## src/hw/pshp_regs.vh

```
// pshp_regs.vh: register offsets, field positions, reset values and codes for the system header parser
// assumes a 32-bit apb slave with word-aligned registers
`ifndef PSHP_REGS_VH
`define PSHP_REGS_VH
`define PSHP_OFF_CTRL       12'h000
`define PSHP_OFF_STATUS     12'h004
`define PSHP_OFF_RATE       12'h008
`define PSHP_OFF_BOUNDS     12'h00C
`define PSHP_OFF_AUD_LIMIT  12'h010
`define PSHP_OFF_VID_LIMIT  12'h014
`define PSHP_OFF_LAST_ENTRY 12'h018
`define PSHP_OFF_COUNTS     12'h01C
`define PSHP_OFF_CAPACITY   12'h020
`define PSHP_CTRL_RESET     32'h0000_0001
`define PSHP_CAPACITY_RESET 22'h3F_FFFF
`define PSHP_START_CODE     32'h0000_01BB
`define PSHP_ID_ALL_AUDIO   8'hB8
`define PSHP_ID_ALL_VIDEO   8'hB9
`define PSHP_ID_MIN_STREAM  8'hBC
`define PSHP_ID_MAP         8'hBC
`define PSHP_AUDIO_MAX      6'd32
`define PSHP_VIDEO_MAX      5'd16
`define PSHP_SHIFT_SMALL    5'd7
`define PSHP_SHIFT_LARGE    5'd10
`define PSHP_ST_CTRL_EN     0
`define PSHP_ST_BUSY        0
`define PSHP_ST_DONE        1
`define PSHP_ST_ERR_MARK    2
`define PSHP_ST_ERR_RANGE   3
`define PSHP_ST_ERR_OVER    4
`define PSHP_ST_FIXED       5
`define PSHP_ST_CONSTR      6
`define PSHP_ST_ALOCK       7
`define PSHP_ST_VLOCK       8
`define PSHP_ST_PRR         9
`define PSHP_ST_PRR_VALID   10
`define PSHP_ST_CAP_OK      11
`define PSHP_ST_ERR_ID      12
`define PSHP_ST_MAP_SEEN    13
`endif

```

## src/hw/pshp_apb_slave.v

```verilog
// pshp_apb_slave.v: zero-wait apb slave decode for the system header parser registers
// assumes apb3 signalling on SYS_CLK; read data mux comes in flattened from the parser
`timescale 1ns/1ps
`default_nettype none
`include "pshp_regs.vh"
module pshp_apb_slave (
  // clock and reset
  input  wire        clk,
  input  wire        rst,
  // apb
  input  wire        psel,
  input  wire        penable,
  input  wire        pwrite,
  input  wire [11:0] paddr,
  input  wire [31:0] pwdata,
  output reg  [31:0] prdata,
  output reg         pready,
  output reg         pslverr,
  // register side
  input  wire [287:0] rd_words,
  output reg          wr_ctrl,
  output reg          wr_status,
  output reg          wr_capacity,
  output reg  [31:0]  wr_data
);
  wire       setup_q = psel & ~penable;
  wire [9:0] index   = paddr[11:2];
  wire       mapped  = (index < 10'd9) && (paddr[1:0] == 2'b00);

  // one-cycle answer: pready rises in the access phase, writes commit there
  always @(posedge clk) begin
    if (rst) begin
      prdata      <= 32'h0000_0000;
      pready      <= 1'b0;
      pslverr     <= 1'b0;
      wr_ctrl     <= 1'b0;
      wr_status   <= 1'b0;
      wr_capacity <= 1'b0;
      wr_data     <= 32'h0000_0000;
    end else begin
      pready      <= setup_q;
      pslverr     <= setup_q & ~mapped;
      wr_ctrl     <= setup_q & pwrite & (paddr == `PSHP_OFF_CTRL);
      wr_status   <= setup_q & pwrite & (paddr == `PSHP_OFF_STATUS);
      wr_capacity <= setup_q & pwrite & (paddr == `PSHP_OFF_CAPACITY);
      wr_data     <= pwdata;
      if (setup_q && !pwrite && mapped) begin
        prdata <= rd_words[index[3:0]*32 +: 32];
      end else begin
        prdata <= 32'h0000_0000;
      end
    end
  end
endmodule // pshp_apb_slave
`default_nettype wire

```

## src/hw/pshp_parser.v

```verilog
// pshp_parser.v: system header parser top, byte stream in, header fields out and over apb
// assumes one byte per SYS_CLK when BYTE_VALID is high, from logic on the same clock
//
// How it works
// header starts only after byte-aligned pattern 0x000001BB.
// length counts bytes after it; unknown trailing bytes skipped to the end.
// peak rate stored and compared against software capacity.
// audio bound must be 0..32, checked by parser.
// fixed-rate bit one means constant bitrate, zero variable.
// fixed-rate clock references follow a linear law; source duty.
// constrained bit one means constrained-parameter limits hold.
// audio lock only with exact clock to sample ratio; source duty.
// video lock only with exact tabulated picture ratio; source duty.
// video bound must be 0..16, checked by parser.
// active decode definitions; decoder control counts them.
// restriction bit only meaningful when constrained bit set.
// reserved byte sent as all ones; source duty.
// identifier B8 sets limit for all audio streams.
// identifier B9 sets limit for all video streams.
// other identifiers must be at least BC, passed out per entry.
// each stream gets its bound once per header; source duty.
// scale bit zero for audio, one for video; source duty.
// bound times 128 or 1024 by scale bit gives bytes.
// identifier BC packet flagged as stream map, passed unaltered.
// bytes after headers are left to the packet parser.
// loop runs while next bit is one; 24-bit entries.
// every marker bit must be one.
// fields taken msb first in documented order.
// error flag on zero marker, bad bound, or entry overrun.
//
// Implementation choices: the register addresses and the APB interface to the registers.
`timescale 1ns/1ps
`default_nettype none
`include "pshp_regs.vh"
module pshp_parser (
  // clock and reset
  input  wire        SYS_CLK,
  input  wire        SRST,
  // byte stream in
  input  wire [7:0]  BYTE_DATA,
  input  wire        BYTE_VALID,
  // byte stream out, unaltered
  output reg  [7:0]  PASS_DATA,
  output reg         PASS_VALID,
  output reg         PASS_IN_HEADER,
  output reg         PASS_IS_MAP_START,
  // per-entry and per-header results
  output reg         ENTRY_VALID,
  output reg  [7:0]  ENTRY_CHANNEL_TAG,
  output reg  [23:0] ENTRY_BYTE_LIMIT,
  output reg         HEADER_DONE,
  output reg         HEADER_ERROR,
  // apb
  input  wire        PSEL,
  input  wire        PENABLE,
  input  wire        PWRITE,
  input  wire [11:0] PADDR,
  input  wire [31:0] PWDATA,
  output wire [31:0] PRDATA,
  output wire        PREADY,
  output wire        PSLVERR
);
  // one-hot parse states; any other code falls back to hunting
  localparam [7:0] S_HUNT  = 8'b0000_0001;
  localparam [7:0] S_LEN   = 8'b0000_0010;
  localparam [7:0] S_FIX   = 8'b0000_0100;
  localparam [7:0] S_LOOP  = 8'b0000_1000;
  localparam [7:0] S_ENTRY = 8'b0001_0000;
  localparam [7:0] S_SKIP  = 8'b0010_0000;

  reg  [7:0]  state_q;
  reg  [31:0] shift_q;
  reg  [15:0] remain_q;
  reg  [3:0]  fix_idx_q;
  reg  [1:0]  ent_idx_q;
  reg  [63:0] fix_q;
  reg  [15:0] ent_q;
  reg         enable_q;
  reg  [21:0] capacity_q;
  reg         busy_q, done_q, err_mark_q, err_range_q, err_over_q, err_id_q, map_seen_q;
  reg  [21:0] rate_q;
  reg  [5:0]  aud_bound_q;
  reg  [4:0]  vid_bound_q;
  reg         fixed_q, constr_q, alock_q, vlock_q, prr_q;
  reg  [23:0] aud_limit_q, vid_limit_q;
  reg  [31:0] last_entry_q;
  reg  [7:0]  entry_count_q;
  reg  [7:0]  header_count_q;
  reg  [23:0] pkt_shift_q;

  wire        wr_ctrl, wr_status, wr_capacity;
  wire [31:0] wr_data;
  wire [31:0] window = {shift_q[23:0], BYTE_DATA};
  wire        last_byte = (remain_q == 16'd1);
  // fixed part: rate(marker..) 6 bytes after length
  wire [47:0] fixed_bits = {fix_q[39:0], BYTE_DATA};
  wire [23:0] entry_bits = {ent_q, BYTE_DATA};
  wire [7:0]  ent_tag    = entry_bits[23:16];
  wire        ent_scale  = entry_bits[13];
  wire [12:0] ent_bound  = entry_bits[12:0];

  wire [23:0] ent_bytes  = ent_scale ? ({11'h000, ent_bound} << `PSHP_SHIFT_LARGE)
                                     : ({11'h000, ent_bound} << `PSHP_SHIFT_SMALL);

  always @(posedge SYS_CLK) begin
    if (SRST) begin
      state_q <= S_HUNT;
      shift_q <= 32'h0000_0000;
      remain_q <= 16'h0000;
      fix_idx_q <= 4'h0;
      ent_idx_q <= 2'b00;
      fix_q <= 64'h0000_0000_0000_0000;
      ent_q <= 16'h0000;
      enable_q <= 1'b1;
      capacity_q <= `PSHP_CAPACITY_RESET;
      busy_q <= 1'b0;
      done_q <= 1'b0;
      err_mark_q <= 1'b0;
      err_range_q <= 1'b0;
      err_over_q <= 1'b0;
      err_id_q <= 1'b0;
      map_seen_q <= 1'b0;
      rate_q <= 22'h00_0000;
      aud_bound_q <= 6'h00;
      vid_bound_q <= 5'h00;
      fixed_q <= 1'b0;
      constr_q <= 1'b0;
      alock_q <= 1'b0;
      vlock_q <= 1'b0;
      prr_q <= 1'b0;
      aud_limit_q <= 24'h00_0000;
      vid_limit_q <= 24'h00_0000;
      last_entry_q <= 32'h0000_0000;
      entry_count_q <= 8'h00;
      header_count_q <= 8'h00;
      pkt_shift_q <= 24'h00_0000;
      PASS_DATA <= 8'h00;
      PASS_VALID <= 1'b0;
      PASS_IN_HEADER <= 1'b0;
      PASS_IS_MAP_START <= 1'b0;
      ENTRY_VALID <= 1'b0;
      ENTRY_CHANNEL_TAG <= 8'h00;
      ENTRY_BYTE_LIMIT <= 24'h00_0000;
      HEADER_DONE <= 1'b0;
      HEADER_ERROR <= 1'b0;
    end else begin
      ENTRY_VALID <= 1'b0;
      HEADER_DONE <= 1'b0;
      HEADER_ERROR <= 1'b0;
      PASS_VALID <= BYTE_VALID;
      PASS_DATA <= BYTE_DATA;
      PASS_IS_MAP_START <= 1'b0;
      // flag holds through gaps inside a header and drops once the length runs out
      PASS_IN_HEADER <= (state_q != S_HUNT);
      if (wr_ctrl) begin
        enable_q <= wr_data[`PSHP_ST_CTRL_EN];
      end
      if (wr_capacity) begin
        capacity_q <= wr_data[21:0];
      end
      // sticky flags: clear by writing one, a same-cycle set wins below
      if (wr_status) begin
        if (wr_data[`PSHP_ST_DONE])      done_q <= 1'b0;
        if (wr_data[`PSHP_ST_ERR_MARK])  err_mark_q <= 1'b0;
        if (wr_data[`PSHP_ST_ERR_RANGE]) err_range_q <= 1'b0;
        if (wr_data[`PSHP_ST_ERR_OVER])  err_over_q <= 1'b0;
        if (wr_data[`PSHP_ST_ERR_ID])    err_id_q <= 1'b0;
        if (wr_data[`PSHP_ST_MAP_SEEN])  map_seen_q <= 1'b0;
      end
      if (BYTE_VALID) begin
        shift_q <= window;
        // packets after the headers go through untouched to the packet parser
        pkt_shift_q <= {pkt_shift_q[15:0], BYTE_DATA};
        if (state_q == S_HUNT && {pkt_shift_q, BYTE_DATA} == {24'h00_0001, `PSHP_ID_MAP}) begin
          map_seen_q <= 1'b1;
          PASS_IS_MAP_START <= 1'b1;
        end
        PASS_IN_HEADER <= (state_q != S_HUNT) || (enable_q && window == `PSHP_START_CODE);
        case (state_q)
          S_HUNT: begin
            if (enable_q && window == `PSHP_START_CODE) begin
              state_q <= S_LEN;
              fix_idx_q <= 4'h0;
              busy_q <= 1'b1;
              entry_count_q <= 8'h00;
            end
          end

          S_LEN: begin
            fix_idx_q <= fix_idx_q + 4'h1;
            if (fix_idx_q == 4'h1) begin
              remain_q <= {shift_q[7:0], BYTE_DATA};
              fix_idx_q <= 4'h0;
              // too short to hold the fixed fields, so nothing after it is trusted
              if ({shift_q[7:0], BYTE_DATA} < 16'd6) begin
                err_over_q <= 1'b1;
                HEADER_ERROR <= 1'b1;
                state_q <= ({shift_q[7:0], BYTE_DATA} == 16'd0) ? S_HUNT : S_SKIP;
                busy_q <= ({shift_q[7:0], BYTE_DATA} != 16'd0);
              end else begin
                state_q <= S_FIX;
              end
            end
          end

          S_FIX: begin
            remain_q <= remain_q - 16'd1;
            fix_q <= {fix_q[55:0], BYTE_DATA};
            fix_idx_q <= fix_idx_q + 4'h1;
            if (fix_idx_q == 4'h5) begin
              rate_q <= fixed_bits[46:25];
              aud_bound_q <= fixed_bits[23:18];
              fixed_q <= fixed_bits[17];
              constr_q <= fixed_bits[16];
              alock_q <= fixed_bits[15];
              vlock_q <= fixed_bits[14];
              vid_bound_q <= fixed_bits[12:8];
              // restriction bit kept only when the constrained bit is set
              prr_q <= fixed_bits[16] & fixed_bits[7];
              if (!fixed_bits[47] || !fixed_bits[24] || !fixed_bits[13]) begin
                err_mark_q <= 1'b1;
                HEADER_ERROR <= 1'b1;
              end
              if (fixed_bits[23:18] > `PSHP_AUDIO_MAX || fixed_bits[12:8] > `PSHP_VIDEO_MAX) begin
                err_range_q <= 1'b1;
                HEADER_ERROR <= 1'b1;
              end
              state_q <= last_byte ? S_HUNT : S_LOOP;
              if (last_byte) begin
                busy_q <= 1'b0;
                done_q <= 1'b1;
                HEADER_DONE <= 1'b1;
                header_count_q <= header_count_q + 8'h01;
              end
            end
          end

          S_LOOP: begin
            remain_q <= remain_q - 16'd1;
            if (BYTE_DATA[7]) begin
              ent_q <= {8'h00, BYTE_DATA};
              ent_idx_q <= 2'b01;
              state_q <= S_ENTRY;
              // entry would run past the declared length
              if (remain_q < 16'd3) begin
                err_over_q <= 1'b1;
                HEADER_ERROR <= 1'b1;
                state_q <= last_byte ? S_HUNT : S_SKIP;
              end
            end else begin
              // unknown extension bytes: walk off the rest of the length
              state_q <= last_byte ? S_HUNT : S_SKIP;
            end
            if (last_byte) begin
              busy_q <= 1'b0;
              done_q <= 1'b1;
              HEADER_DONE <= 1'b1;
              header_count_q <= header_count_q + 8'h01;
            end
          end

          S_ENTRY: begin
            remain_q <= remain_q - 16'd1;
            ent_q <= {ent_q[7:0], BYTE_DATA};
            ent_idx_q <= ent_idx_q + 2'b01;
            if (ent_idx_q == 2'b10) begin
              ENTRY_VALID <= 1'b1;
              ENTRY_CHANNEL_TAG <= ent_tag;
              ENTRY_BYTE_LIMIT <= ent_bytes;
              last_entry_q <= {ent_tag, ent_bytes};
              entry_count_q <= entry_count_q + 8'h01;
              if (ent_tag == `PSHP_ID_ALL_AUDIO) aud_limit_q <= ent_bytes;
              if (ent_tag == `PSHP_ID_ALL_VIDEO) vid_limit_q <= ent_bytes;
              if (ent_tag != `PSHP_ID_ALL_AUDIO && ent_tag != `PSHP_ID_ALL_VIDEO &&
                  ent_tag < `PSHP_ID_MIN_STREAM) begin
                err_id_q <= 1'b1;
                HEADER_ERROR <= 1'b1;
              end
              if (entry_bits[15:14] != 2'b11) begin
                err_mark_q <= 1'b1;
                HEADER_ERROR <= 1'b1;
              end
              state_q <= last_byte ? S_HUNT : S_LOOP;
              if (last_byte) begin
                busy_q <= 1'b0;
                done_q <= 1'b1;
                HEADER_DONE <= 1'b1;
                header_count_q <= header_count_q + 8'h01;
              end
            end
          end

          S_SKIP: begin
            remain_q <= remain_q - 16'd1;
            if (last_byte) begin
              state_q <= S_HUNT;
              busy_q <= 1'b0;
              done_q <= 1'b1;
              HEADER_DONE <= 1'b1;
              header_count_q <= header_count_q + 8'h01;
            end
          end

          default: begin
            state_q <= S_HUNT;
          end
        endcase
      end
    end
  end

  // read words, index order matches the offsets
  wire [31:0] status_word = {18'h0_0000, map_seen_q, err_id_q, (rate_q <= capacity_q), constr_q,
                             prr_q, vlock_q, alock_q, constr_q, fixed_q, err_over_q, err_range_q,
                             err_mark_q, done_q, busy_q};
  wire [287:0] rd_words = {
    {10'h000, capacity_q},
    {16'h0000, header_count_q, entry_count_q},
    last_entry_q,
    {8'h00, vid_limit_q},
    {8'h00, aud_limit_q},
    {21'h00_0000, vid_bound_q, aud_bound_q},
    {10'h000, rate_q},
    status_word,
    {31'h0000_0000, enable_q}
  };

  pshp_apb_slave u_apb (
    .clk         (SYS_CLK),
    .rst         (SRST),
    .psel        (PSEL),
    .penable     (PENABLE),
    .pwrite      (PWRITE),
    .paddr       (PADDR),
    .pwdata      (PWDATA),
    .prdata      (PRDATA),
    .pready      (PREADY),
    .pslverr     (PSLVERR),
    .rd_words    (rd_words),
    .wr_ctrl     (wr_ctrl),
    .wr_status   (wr_status),
    .wr_capacity (wr_capacity),
    .wr_data     (wr_data)
  );
endmodule // pshp_parser
`default_nettype wire

```

## config.mk

```make
export PLATFORM = sky130hd
export DESIGN_NAME = pshp_parser
export DESIGN_NICKNAME = d
export VERILOG_FILES = /design/src/hw/pshp_apb_slave.v /design/src/hw/pshp_parser.v
export VERILOG_INCLUDE_DIRS = /design/src /design/src/hw
export SDC_FILE = /design/constraint.sdc
export NUM_CORES = 1
export LEC_CHECK = 0
export ABC_AREA = 1
export BUFFER_PORTS_ARGS = -buffer_cell sky130_fd_sc_hd__buf_4
export CAP_MARGIN = 40
export CORE_MARGIN = 2
export CORE_UTILIZATION = 53
export DETAILED_ROUTE_END_ITERATION = 8
export HOLD_SLACK_MARGIN = 0.15
export PLACE_DENSITY = 0.76
export SLEW_MARGIN = 20
export SYNTH_ARGS = -nofsm -noshare
export SYNTH_HDL_FRONTEND = slang
export SYNTH_SLANG_ARGS = --single-unit
```

## constraint.sdc

```tcl
create_clock -name SYS_CLK -period 1.7 [get_ports SYS_CLK]
set_input_delay 0.085 -clock SYS_CLK [delete_from_list [all_inputs] [get_ports SYS_CLK]]
set_output_delay 0.085 -clock SYS_CLK [all_outputs]
set_load 0.02 [all_outputs]
```

Word-level counts from Yosys, hierarchy flattened

Index checks and enable logic that the tools add are counted.

Add/sub/neg operators: 5
Order comparisons: 7
Equal/unequal tests: 27
Shifts and indexed selects: 1
Mux-type cells: 93
Bitwise logic cells: 12
Reductions and logical operators: 42

Operator list:

| operator                                                                      | number |
|---|---|
| 288-bit by 10-bit variable part select with 32-bit output                     | 1 |
| 8-bit 2-to-1 mux                                                              | 10 |
| 32-bit by 9-bit == test with 1-bit output, second input constant              | 2 |
| 16-bit case mux with 2 select lines                                           | 2 |
| 1-bit 2-to-1 mux                                                              | 58 |
| 8-bit case mux with 6 select lines                                            | 1 |
| 16-bit 2-to-1 mux                                                             | 2 |
| 6-bit 2-to-1 mux                                                              | 5 |
| 8-bit case mux with 3 select lines                                            | 1 |
| 23-bit 2-to-1 mux                                                             | 1 |
| 22-bit <= comparator                                                          | 1 |
| 8-bit by 1-bit adder with 8-bit output, second input constant                 | 2 |
| 16-bit by 1-bit == test with 1-bit output, second input constant              | 1 |
| 8-bit == test, second input constant                                          | 2 |
| 16-bit logical NOT                                                            | 1 |
| 16-bit by 2-bit less-than comparator with 1-bit output, second input constant | 1 |
| 16-bit by 3-bit less-than comparator with 1-bit output, second input constant | 1 |
| 8-bit != test, second input constant                                          | 2 |
| 8-bit case mux with 2 select lines                                            | 1 |
| 4-bit AND reduction                                                           | 4 |
| 16-bit nonzero test                                                           | 1 |
| 16-bit by 1-bit subtractor with 16-bit output, second input constant          | 1 |
| 3-bit AND reduction                                                           | 5 |
| 2-bit != test, second input constant                                          | 7 |
| 43 further kinds                                                              | 74 |

Register bits: 403
Bits of input ports: 58
Output and inout bits: 80
Word-level logic and storage cells: 233

Longest topological paths before layout

Gate-level depths: netlist of run 1.

Depth in word-level cells: 7
Gate-level depth with buffers: 15
Gate-level depth less buffers: 15

Hierarchy

From an unflattened synthesis of run 1, not the netlist that was laid out.

Cells, all modules: 2628
Area total of the unflattened synthesis: 17007.6 um^2

Modules (own cells, without submodules):

| module         | instances | cells an instance | area each (um^2) |
|---|---|---|---|
| pshp_parser    | 1         | 1568              | 11680.0 |
| pshp_apb_slave | 1         | 1060              | 5327.6 |

Least setup slack after synthesis of run 1

No wires, ideal clock.

Kind: register -> register
Start: register state_q[2]
End: register remain_q[3]
Library setup time: 0.116 ns
Arrival time: 1.587 ns
Data required time: 1.584 ns
Setup slack: -0.003 ns
Cell stages (with the launch flop): 13
Clock period less this slack: 1.703 ns
Cells stage by stage: dfxtp_1 > nor2_4 > nand2_1 > inv_2 > nand3_4 > nand2_1 > nor2_4 > nand2_2 > nand2_2 > inv_2 > buf_4 > o21ai_0 > nor2_1

Word-level cells in the longest chain between the ends: 4

RTL lines:

| element                                                          | RTL line          | RTL |
|---|---|---|
| from (decl)                                                      | pshp_parser.v:71  | `reg [7:0] state_q;` |
| from (signal assigned)                                           | pshp_parser.v:198 | `state_q <= ({shift_q[7:0], BYTE_DATA} == 16'd0) ? S_HUNT : S_SKIP;` |
| from (signal assigned)                                           | pshp_parser.v:228 | `state_q <= last_byte ? S_HUNT : S_LOOP;` |
| from (signal assigned)                                           | pshp_parser.v:248 | `state_q <= last_byte ? S_HUNT : S_SKIP;` |
| 8-bit by 6-bit == test with 1-bit output (tied with other cells) | pshp_parser.v:179 | `case (state_q)` |
| 4-bit OR reduction (no line)                                     | -                 |  |
| 2-bit nonzero test (no line)                                     | -                 |  |
| 3-bit AND reduction (no line)                                    | -                 |  |
| to (signal assigned)                                             | pshp_parser.v:192 | `remain_q <= {shift_q[7:0], BYTE_DATA};` |
| to (signal assigned)                                             | pshp_parser.v:207 | `remain_q <= remain_q - 16'd1;` |
| to (signal assigned)                                             | pshp_parser.v:239 | `remain_q <= remain_q - 16'd1;` |
| to (decl)                                                        | pshp_parser.v:73  | `reg [15:0] remain_q;` |

Several ways; a longest one is shown, not always the timed one.
A chain may end at the register's enable or synchronous reset.

Worst setup path after layout of run 1

Start: register state_q[5]
End: register vid_bound_q[3]

Word-level cells in the longest chain between the ends: 2

RTL lines:

| element                                  | RTL line          | RTL |
|---|---|---|
| 8-bit by 3-bit == test with 1-bit output | pshp_parser.v:179 |  |
| 3-bit AND reduction (no line)            | -                 |  |
| to (signal assigned)                     | pshp_parser.v:217 | `vid_bound_q <= fixed_bits[12:8];` |
| to (decl)                                | pshp_parser.v:83  | `reg [4:0] vid_bound_q;` |

No other way between the ends.

==> metrics.md, run 1 <==
| Metric | Value |
|---|---|
| Min-Delay Path Depth | `6` |
| Filler cells | `~1,800` |
| Netlist cell types | `56` |
| Tot Pwr | `slightly above 0.02 W` |
| Reg-to-Reg Start | `state_q[5]$_SDFFE_PP0P_` |
| Largest area contributor in the netlist | `dfxtp_1` |
| Hold_ws | `~200 ps` |
| Sequential Power Share | `0.391` |
| Layout cells sized above 1 | `0.255` |
| Worst hold path type | `primary input to register` |
| Most common cell in the synthesized netlist | `dfxtp_1` |
| H-tree depth | `2` |
| DR vias/cell | `between 5 and 6` |
| Worst-Margin Slew | `a little under 800 ps` |
| Area Growth Syn to Fin | `35.3%` |
| Top FF cell, synth | `dfxtp_1` |
| EDFF count, synth | `0` |
| Synth top area share | `0.465` |
| Die X | `165 um` |
| Routed length per instance | `18.4 um` |
| Cell area after synthesis | `between 10,000 and 15,000 um^2` |
| NetSw | `0.00644 W` |
| Clock power frac | `0.338` |
| P_int | `about 0.014 W` |
| YS warnings | `0` |
| Worst Setup SP | `state_q[5]$_SDFFE_PP0P_` |
| First-pass GRT wire length | `66,400 um` |
| Initial antenna violation count | `0` |
| Placed Cells incl. Taps | `2,303` |
| Setup crit end kind | `register` |
| Final Skew | `between 15 and 20 ps` |
| DP HPWL | `slightly below 30,000 um` |
| P_leak | `7.93 nW` |
| WL final | `~45,000 um` |
| Critical Path RT | `around 2100 ps` |
| Commonest cells post-synth | `dfxtp_1, nand2_1, nor2_1` |
| Final slew viol count | `0` |
| PnR worst setup slack | `-117 ps` |
| Worst-path fanout max | `13` |
| Yosys reg bits | `between 300 and 400` |
| Core box area | `~26,000 um^2` |
| FF-to-FF path depth | `9` |
| Sw Ratio | `0.311` |
| Status | `finished with violations` |
| Avg Inst Size Synth | `7.71 um^2` |
| PortBufs | `118` |
| TritonCTS Sinks | `320` |
| # IOs | `138` |
| Setup CP Type | `register to register` |
| Total gr overflow | `0` |
| Tmin final | `about 1800 ps` |
| Final Cycle Share | `1.07` |
| Total CTS buffers | `34` |
| Seq/Total Area, Yosys | `0.465` |
| Clk Latency, worst-skew pair | `520 ps` |
| Pwr/cell area | `roughly 1100 nW/um^2` |
| Setup violators final | `between 60 and 70` |
| Placer Congestion | `~0.95` |
| Std-Cell Rows | `59` |
| Vias in the first global route | `13,000` |
| Clock Pin Slew Worst Setup and Hold Paths | `about 70 ps` |
| DRC viols | `0` |
| Setup TNS | `-2920 ps` |
| WP data arrival | `roughly 2300 ps` |
| DRT Pass-1 Iters | `7` |
| HP Start | `PADDR[2]` |
| Root Driver | `clkbuf_16` |
| Non-Filler Instances | `2,458` |
| Clock Tree Buf Depth | `3` |
| Failing checks | `setup timing` |
| Leading post-synthesis cells by cell area | `dfxtp_1, nand2_1, nor2_1` |
| Vias | `14,000` |
| Max cap viols | `0` |
| Startpoint types | `register` |
| Die height | `~170 um` |
| Starting Density | `0.535` |
| Worst vdd ir | `around 1.1 mV` |
| Syn Inst Count | `~1,800` |
| Post-DRT Antenna Nets | `0` |
| Clock tree from TritonCTS | `built` |
| F_max | `between 500 and 600 MHz` |
| Detailed Route Iter0 Violations | `between 1,500 and 2,000` |
| Largest net degree at the start of global routing | `48` |
| Total Nets Final | `approximately 2,200` |
| Combinational share of power | `0.271` |
| Full die area | `27,300 um^2` |
| GRT Overall Usage | `0.310` |
| Slew headroom | `0.469` |
| Post-synth ARST share | `0` |
| ANT cells | `0` |
| Unrepaired setup endpoints after global routing | `yes` |
| Hold Vio Cnt, Final | `0` |
[layout make-up]
class | instances | area, um^2 | area share
inverter | 200 | 771 | 0.0413
timing repair inverter | 1 | 6.26 | 0.000335
timing repair buffer | 390 | 3470 | 0.186
tap | 335 | 419 | 0.0225
multi-input combinational | 1156 | 6550 | 0.351
sequential | 320 | 6430 | 0.345
clock inverter | 7 | 45.0 | 0.00241
clock buffer | 49 | 978 | 0.0524
[final timing paths]
| path | end | slack (ps) |
|---|---|---|
| worst min-delay path | u_apb.prdata[22]$_SDFF_PP0_ | 200 |
| worst max-delay path | vid_bound_q[3]$_SDFFE_PP0P_ | -120 |
| worst max register to register | vid_bound_q[3]$_SDFFE_PP0P_ | -120 |
| worst min register to register | capacity_q[14]$_SDFFE_PP1P_ | 450 |
[sequential cells by signal, summed over array words and instances, names as in the netlist, 2 cells and up]
signal / flops
last_entry_q: 16
ent_q: 16
entry_count_q: 8
header_count_q: 8
shift_q: 24
rate_q: 22
aud_limit_q: 16
PASS_DATA: 8
remain_q: 16
u_apb.wr_data: 22
aud_bound_q: 6
vid_bound_q: 5
vid_limit_q: 16
fix_q: 40
ENTRY_CHANNEL_TAG: 8
state_q: 6
capacity_q: 22
u_apb.prdata: 31
ent_idx_q: 2
fix_idx_q: 4
[layout by cell type, fill, tap and decap left out, types with 13 or more instances in the layout]
cell	Yosys	routed
nand2_1	252	236
dlygate4sd3_1	0	62
a211oi_2	10	23
nor2_1	230	197
a211oi_1	51	38
a21oi_1	172	164
a22oi_1	17	17
nor2_4	6	14
nor3_1	23	19
buf_12	0	17
nand2_2	2	13
nand3_1	56	48
o21ai_1	7	31
buf_4	38	289
o21ai_0	154	119
nand4_1	25	25
o22ai_1	27	27
dfxtp_1	320	306
nor2_2	3	28
clkbuf_16	0	41
ha_1	30	26
inv_1	191	183
[repair_timing]
action | 4_1_cts | 5_1_grt
buffers inserted | 8 | 19
setup endpoints to repair | 93 | 162
resized for setup | 32 | 183
pin swaps | 10 | 35
hold buffers | 62 | 0
endpoints found under the hold margin | 87 | 0
gates cloned | 3 | 7
[metal layers]
layer | track usage | wire [um]
met1 | 0.386 | 17500
met2 | 0.525 | 21500
met3 | 0.0495 | 3930
met4 | 0.147 | 2270
met5 | 0 | 0
[critical path: stages, from the launching register on]
cell and delay (ps):
dfxtp_4 360, nor2_4 190, nand4_4 210, nor2_4 210, inv_4 70, nor2_4 100
buf_12 190, inv_6 90, buf_4 150, a21oi_1 170
[logic make-up (layout without fill, tap and decap cells)]
group / after synthesis / count (layout) / share of synthesized area
AOI/OAI and AO/OA: 481 / 481 / 0.204
other: 1 / 9 / 0.000272
buffers and inverters: 322 / 647 / 0.0992
adders and majority gates: 30 / 30 / 0.0272
DFF: 320 / 320 / 0.465
and+or+nand+nor: 619 / 620 / 0.194
muxes: 2 / 2 / 0.00145
xor gates and xnor gates: 14 / 14 / 0.00889
[per-stage QoR]
step           area [um^2]   util  worst slack, ps
2_1_floorplan        13800      -             8.07
3_3_place_gp         16000  0.619             -149
3_5_place_dp         16000  0.619             -211
4_1_cts              17800  0.690            -43.1
5_1_grt              18700  0.724             -162
6_report             18700  0.724             -117
[power by group through the flow]
stage               logic (W)  registers, W  clock network, W
floorplan             0.00244       0.00823                 0
global placement      0.00420       0.00820                 0
detailed placement    0.00428       0.00821                 0
CTS                   0.00464       0.00805           0.00698
global route          0.00610       0.00813           0.00731
finish                0.00560       0.00809           0.00699
Note: power is estimated with default switching activity, not from simulation.
==> run 2, diff against run 1 <==
--- a/config.mk
+++ b/config.mk
@@ -9,10 +9,12 @@
 export ABC_AREA = 1
 export BUFFER_PORTS_ARGS = -buffer_cell sky130_fd_sc_hd__buf_4
 export CAP_MARGIN = 40
+export CORE_ASPECT_RATIO = 2
 export CORE_MARGIN = 2
 export CORE_UTILIZATION = 53
 export DETAILED_ROUTE_END_ITERATION = 8
 export HOLD_SLACK_MARGIN = 0.15
+export MAX_ROUTING_LAYER = met4
 export PLACE_DENSITY = 0.76
 export SLEW_MARGIN = 20
 export SYNTH_ARGS = -nofsm -noshare
==> run 2 against run 1 <==
- the flow finishes with violations (hold timing, setup timing)
- core utilization grew 1.8 points
- first-iteration DRC count shrank 13%
- count of clock-buffer cells in the layout is 10 lower
- flip-flop and latch count stayed put
- via count grew 1.8%
- clock skew shrank 4.5 ps
- cell count rose by 0.57%
- register-to-register slack worse by 40 ps
- final area rose by 2.1%
- total power increased by 0.65%
- combinational power is 16% higher
- largest cell class unchanged
- highest routed layer unchanged
==> metrics.md, run 2 (synthesis results as in run 1) <==
| Metric | Value |
|---|---|
| Commonest non-fill, non-tap cell in the layout | `dfxtp_1` |
| PortBufs | `118 (unchanged)` |
| WL final | `48,200 um (+6.6%)` |
| Clk Latency, worst-skew pair | `560 ps (+40 ps)` |
| Unrepaired setup endpoints after global routing | `yes` |
| Placed Area | `16,100 um^2 (+0.82%)` |
| Post-DRT Antenna Nets | `0 (unchanged)` |
| Utilization after layout | `0.743 (+0.0184)` |
| CP bufs+invs | `4 (unchanged)` |
| Setup violators final | `94 (+38%)` |
| Slew headroom | `0.540 (+0.0712)` |
| F_max | `540 MHz (-1.9%)` |
| Startpoint types | `register` |
| TritonCTS Sinks | `320 (unchanged)` |
| Vias | `14,200 (+1.8%)` |
| # IOs | `138 (unchanged)` |
| H-tree depth | `1 (-1)` |
| GRT Overall Usage | `0.331 (+0.0209)` |
| Pwr/cell area | `1090 nW/um^2 (-1.4%)` |
| Die height | `232 um (+40%)` |
| CP delay by family, top | `simple AND/OR/NAND/NOR gates` |
| DRC viols | `0 (unchanged)` |
| Critical Path RT | `2110 ps (-30 ps)` |
| Detailed Route Iter0 Violations | `1,319 (-13%)` |
| First-pass GRT wire length | `70,100 um (+5.5%)` |
| CP max-delay cell | `dfxtp_2` |
| Area Growth Syn to Fin | `38.2%` |
| Status | `finished with violations` |
| Hold_ws | `-161 ps (-362 ps)` |
| Worst path cell trace | `nor2_4 > nand2_2 > inv_2 > nand3_4 > nor2_4 > nand2_4 > buf_8 > nor3_4 > buf_6 > clkbuf_16 > a211oi_2` |
| Final slew viol count | `0 (unchanged)` |
| Routed length per instance | `19.5 um (+6.0%)` |
| Full die area | `27,400 um^2 (+0.29%)` |
| DP HPWL | `31,200 um (+5.7%)` |
| Placer Congestion | `1.01 (+7.3%)` |
| Die X | `118 um (-29%)` |
| Clock Pin Slew Worst Setup and Hold Paths | `70 ps (about the same)` |
| DRT Pass-1 Iters | `6 (-1)` |
| Setup crit end kind | `register` |
| Root Driver | `clkbuf_16` |
| Filler cells | `1,768 (-3.2%)` |
| Critical Path Most Common Cell | `nor2_4` |
| Initial antenna violation count | `1 (+1)` |
| Failing checks | `hold timing, setup timing` |
| Core box area | `25,700 um^2 (-0.44%)` |
| Setup CP Type | `register to register` |
| Worst hold path type | `primary input to register` |
| Largest register by flop count | `fix_q` |
| Worst vdd ir | `1.02 mV (-4.8%)` |
| Largest net degree at the start of global routing | `60 (+25%)` |
| Final Cycle Share | `1.09 (+0.0208)` |
| DR vias/cell | `5.76 (+1.2%)` |
| Total CTS buffers | `28 (-18%)` |
| Final Cell Area | `19,100 um^2 (+2.1%)` |
| Final Skew | `11.4 ps (-4.51 ps)` |
| Max reg flops | `40 (unchanged)` |
| Std-Cell Rows | `83 (+41%)` |
| Clock Tree Buf Depth | `3 (unchanged)` |
| Peak per-stage delay on the critical path | `330 ps (-30 ps)` |
| Starting Density | `0.537 (+0.00235)` |
| Worst-path fanout max | `8 (-5)` |
| Clock tree from TritonCTS | `built` |
| P_leak | `8.06 nW (+1.7%)` |
| Max cap viols | `0 (unchanged)` |
| Hold Vio Cnt, Final | `7 (+7)` |
| Tmin final | `1850 ps (+35.4 ps)` |
| Layout cells sized above 1 | `0.282 (+0.0277)` |
| PnR worst setup slack | `-152 ps (-35.4 ps)` |
| Largest regs | `fix_q: 40 flops, u_apb.prdata: 31 flops, shift_q: 24 flops` |
| Worst-Margin Slew | `682 ps (-112 ps)` |
| Total Nets Final | `2,199 (+0.37%)` |
| Total gr overflow | `0 (unchanged)` |
| WP data arrival | `2270 ps (about the same)` |
| Commonest non-fill, non-tap cells in the layout | `dfxtp_1, buf_4, nand2_1` |
| Vias in the first global route | `13,800 (+6.3%)` |
run 2: cell count changes in the layout (fill, tap and decap cells not counted), sizes merged:
cell / change
dlygate4sd3: -4
buf: +17
clkinvlp: -1
clkbuf: -8
nand3: -1
inv: -3
diode: +1
bufbuf: +1
clkinv: +7
run 2: path summary, 6_finish.rpt:
kind	slack (ps)	to	start	depth (start not counted)
max	-150	aud_limit_q[18]$_SDFFE_PP0P_	state_q[1]$_SDFFE_PP0P_	11
min	-160	entry_count_q[6]$_SDFFE_PP0P_	SRST	2
max reg2reg	-150	aud_limit_q[18]$_SDFFE_PP0P_	state_q[1]$_SDFFE_PP0P_	11
min reg2reg	450	capacity_q[5]$_SDFFE_PP1P_	u_apb.wr_data[5]$_SDFF_PP0_	2
run 2: layer usage:
metal / wire length, um / GRT usage / vias up / share of wire
met5: 0 / - / - / 0
met4: 5050 / 0.283 / 0 / 0.10
met3: 2890 / 0.0413 / 290 / 0.060
met2: 24300 / 0.586 / 685 / 0.50
met1: 16000 / 0.316 / 6676 / 0.33
li1: - / - / 6582 / -
run 2: cell type report:
cell class                      count  area, um^2  share of cell area
Multi-Input combinational cell   1155        6780               0.356
Sequential cell                   320        6430               0.337
Timing Repair Buffer              406        3760               0.197
Clock buffer                       39         823              0.0432
Inverter                          200         773              0.0406
Tap cell                          340         425              0.0223
Clock inverter                     11        62.6             0.00328
Antenna cell                        1        2.50            0.000131
run 2: what timing repair did:
item | in CTS | in global routing
cloned | 3 | 9
hold buffers | 59 | 1
endpoints found under the setup margin | 120 | 177
hold endpoints to repair | 109 | 8
buffers inserted | 16 | 20
gates resized for setup | 107 | 178
pin swaps | 24 | 47
run 2: through the flow:
stage | setup slack [ps] | cells | setup TNS [ps] | total power [W] | hold slack, ps
after floorplan | 8.07 | 1797 | 0 | 0.0107 | 163
after global placement | -160 | 2318 | -2420 | 0.0128 | 273
after detailed placement | -186 | 2318 | -5230 | 0.0128 | 271
after CTS | -115 | 2445 | -3860 | 0.0199 | 154
after global routing | -213 | 2472 | -14990 | 0.0216 | -172
final | -152 | 2472 | -7300 | 0.0208 | -161
run 2: power breakdown:
part | switching [W] | internal (W) | total [W]
sequential | 0.000249 | 0.00784 | 0.00808
combinational | 0.00365 | 0.00283 | 0.00648
clock | 0.00288 | 0.00338 | 0.00625
total | 0.00678 | 0.0140 | 0.0208
run 2: worst register-to-register path, delay by kind of cell (launching register included):
| family | cells | cell delay, ps |
|---|---|---|
| and+or+nand+nor | 6 | 780 |
| buffers and inverters | 4 | 530 |
| DFF | 1 | 330 |
| AOI/OAI and AO/OA | 1 | 70 |
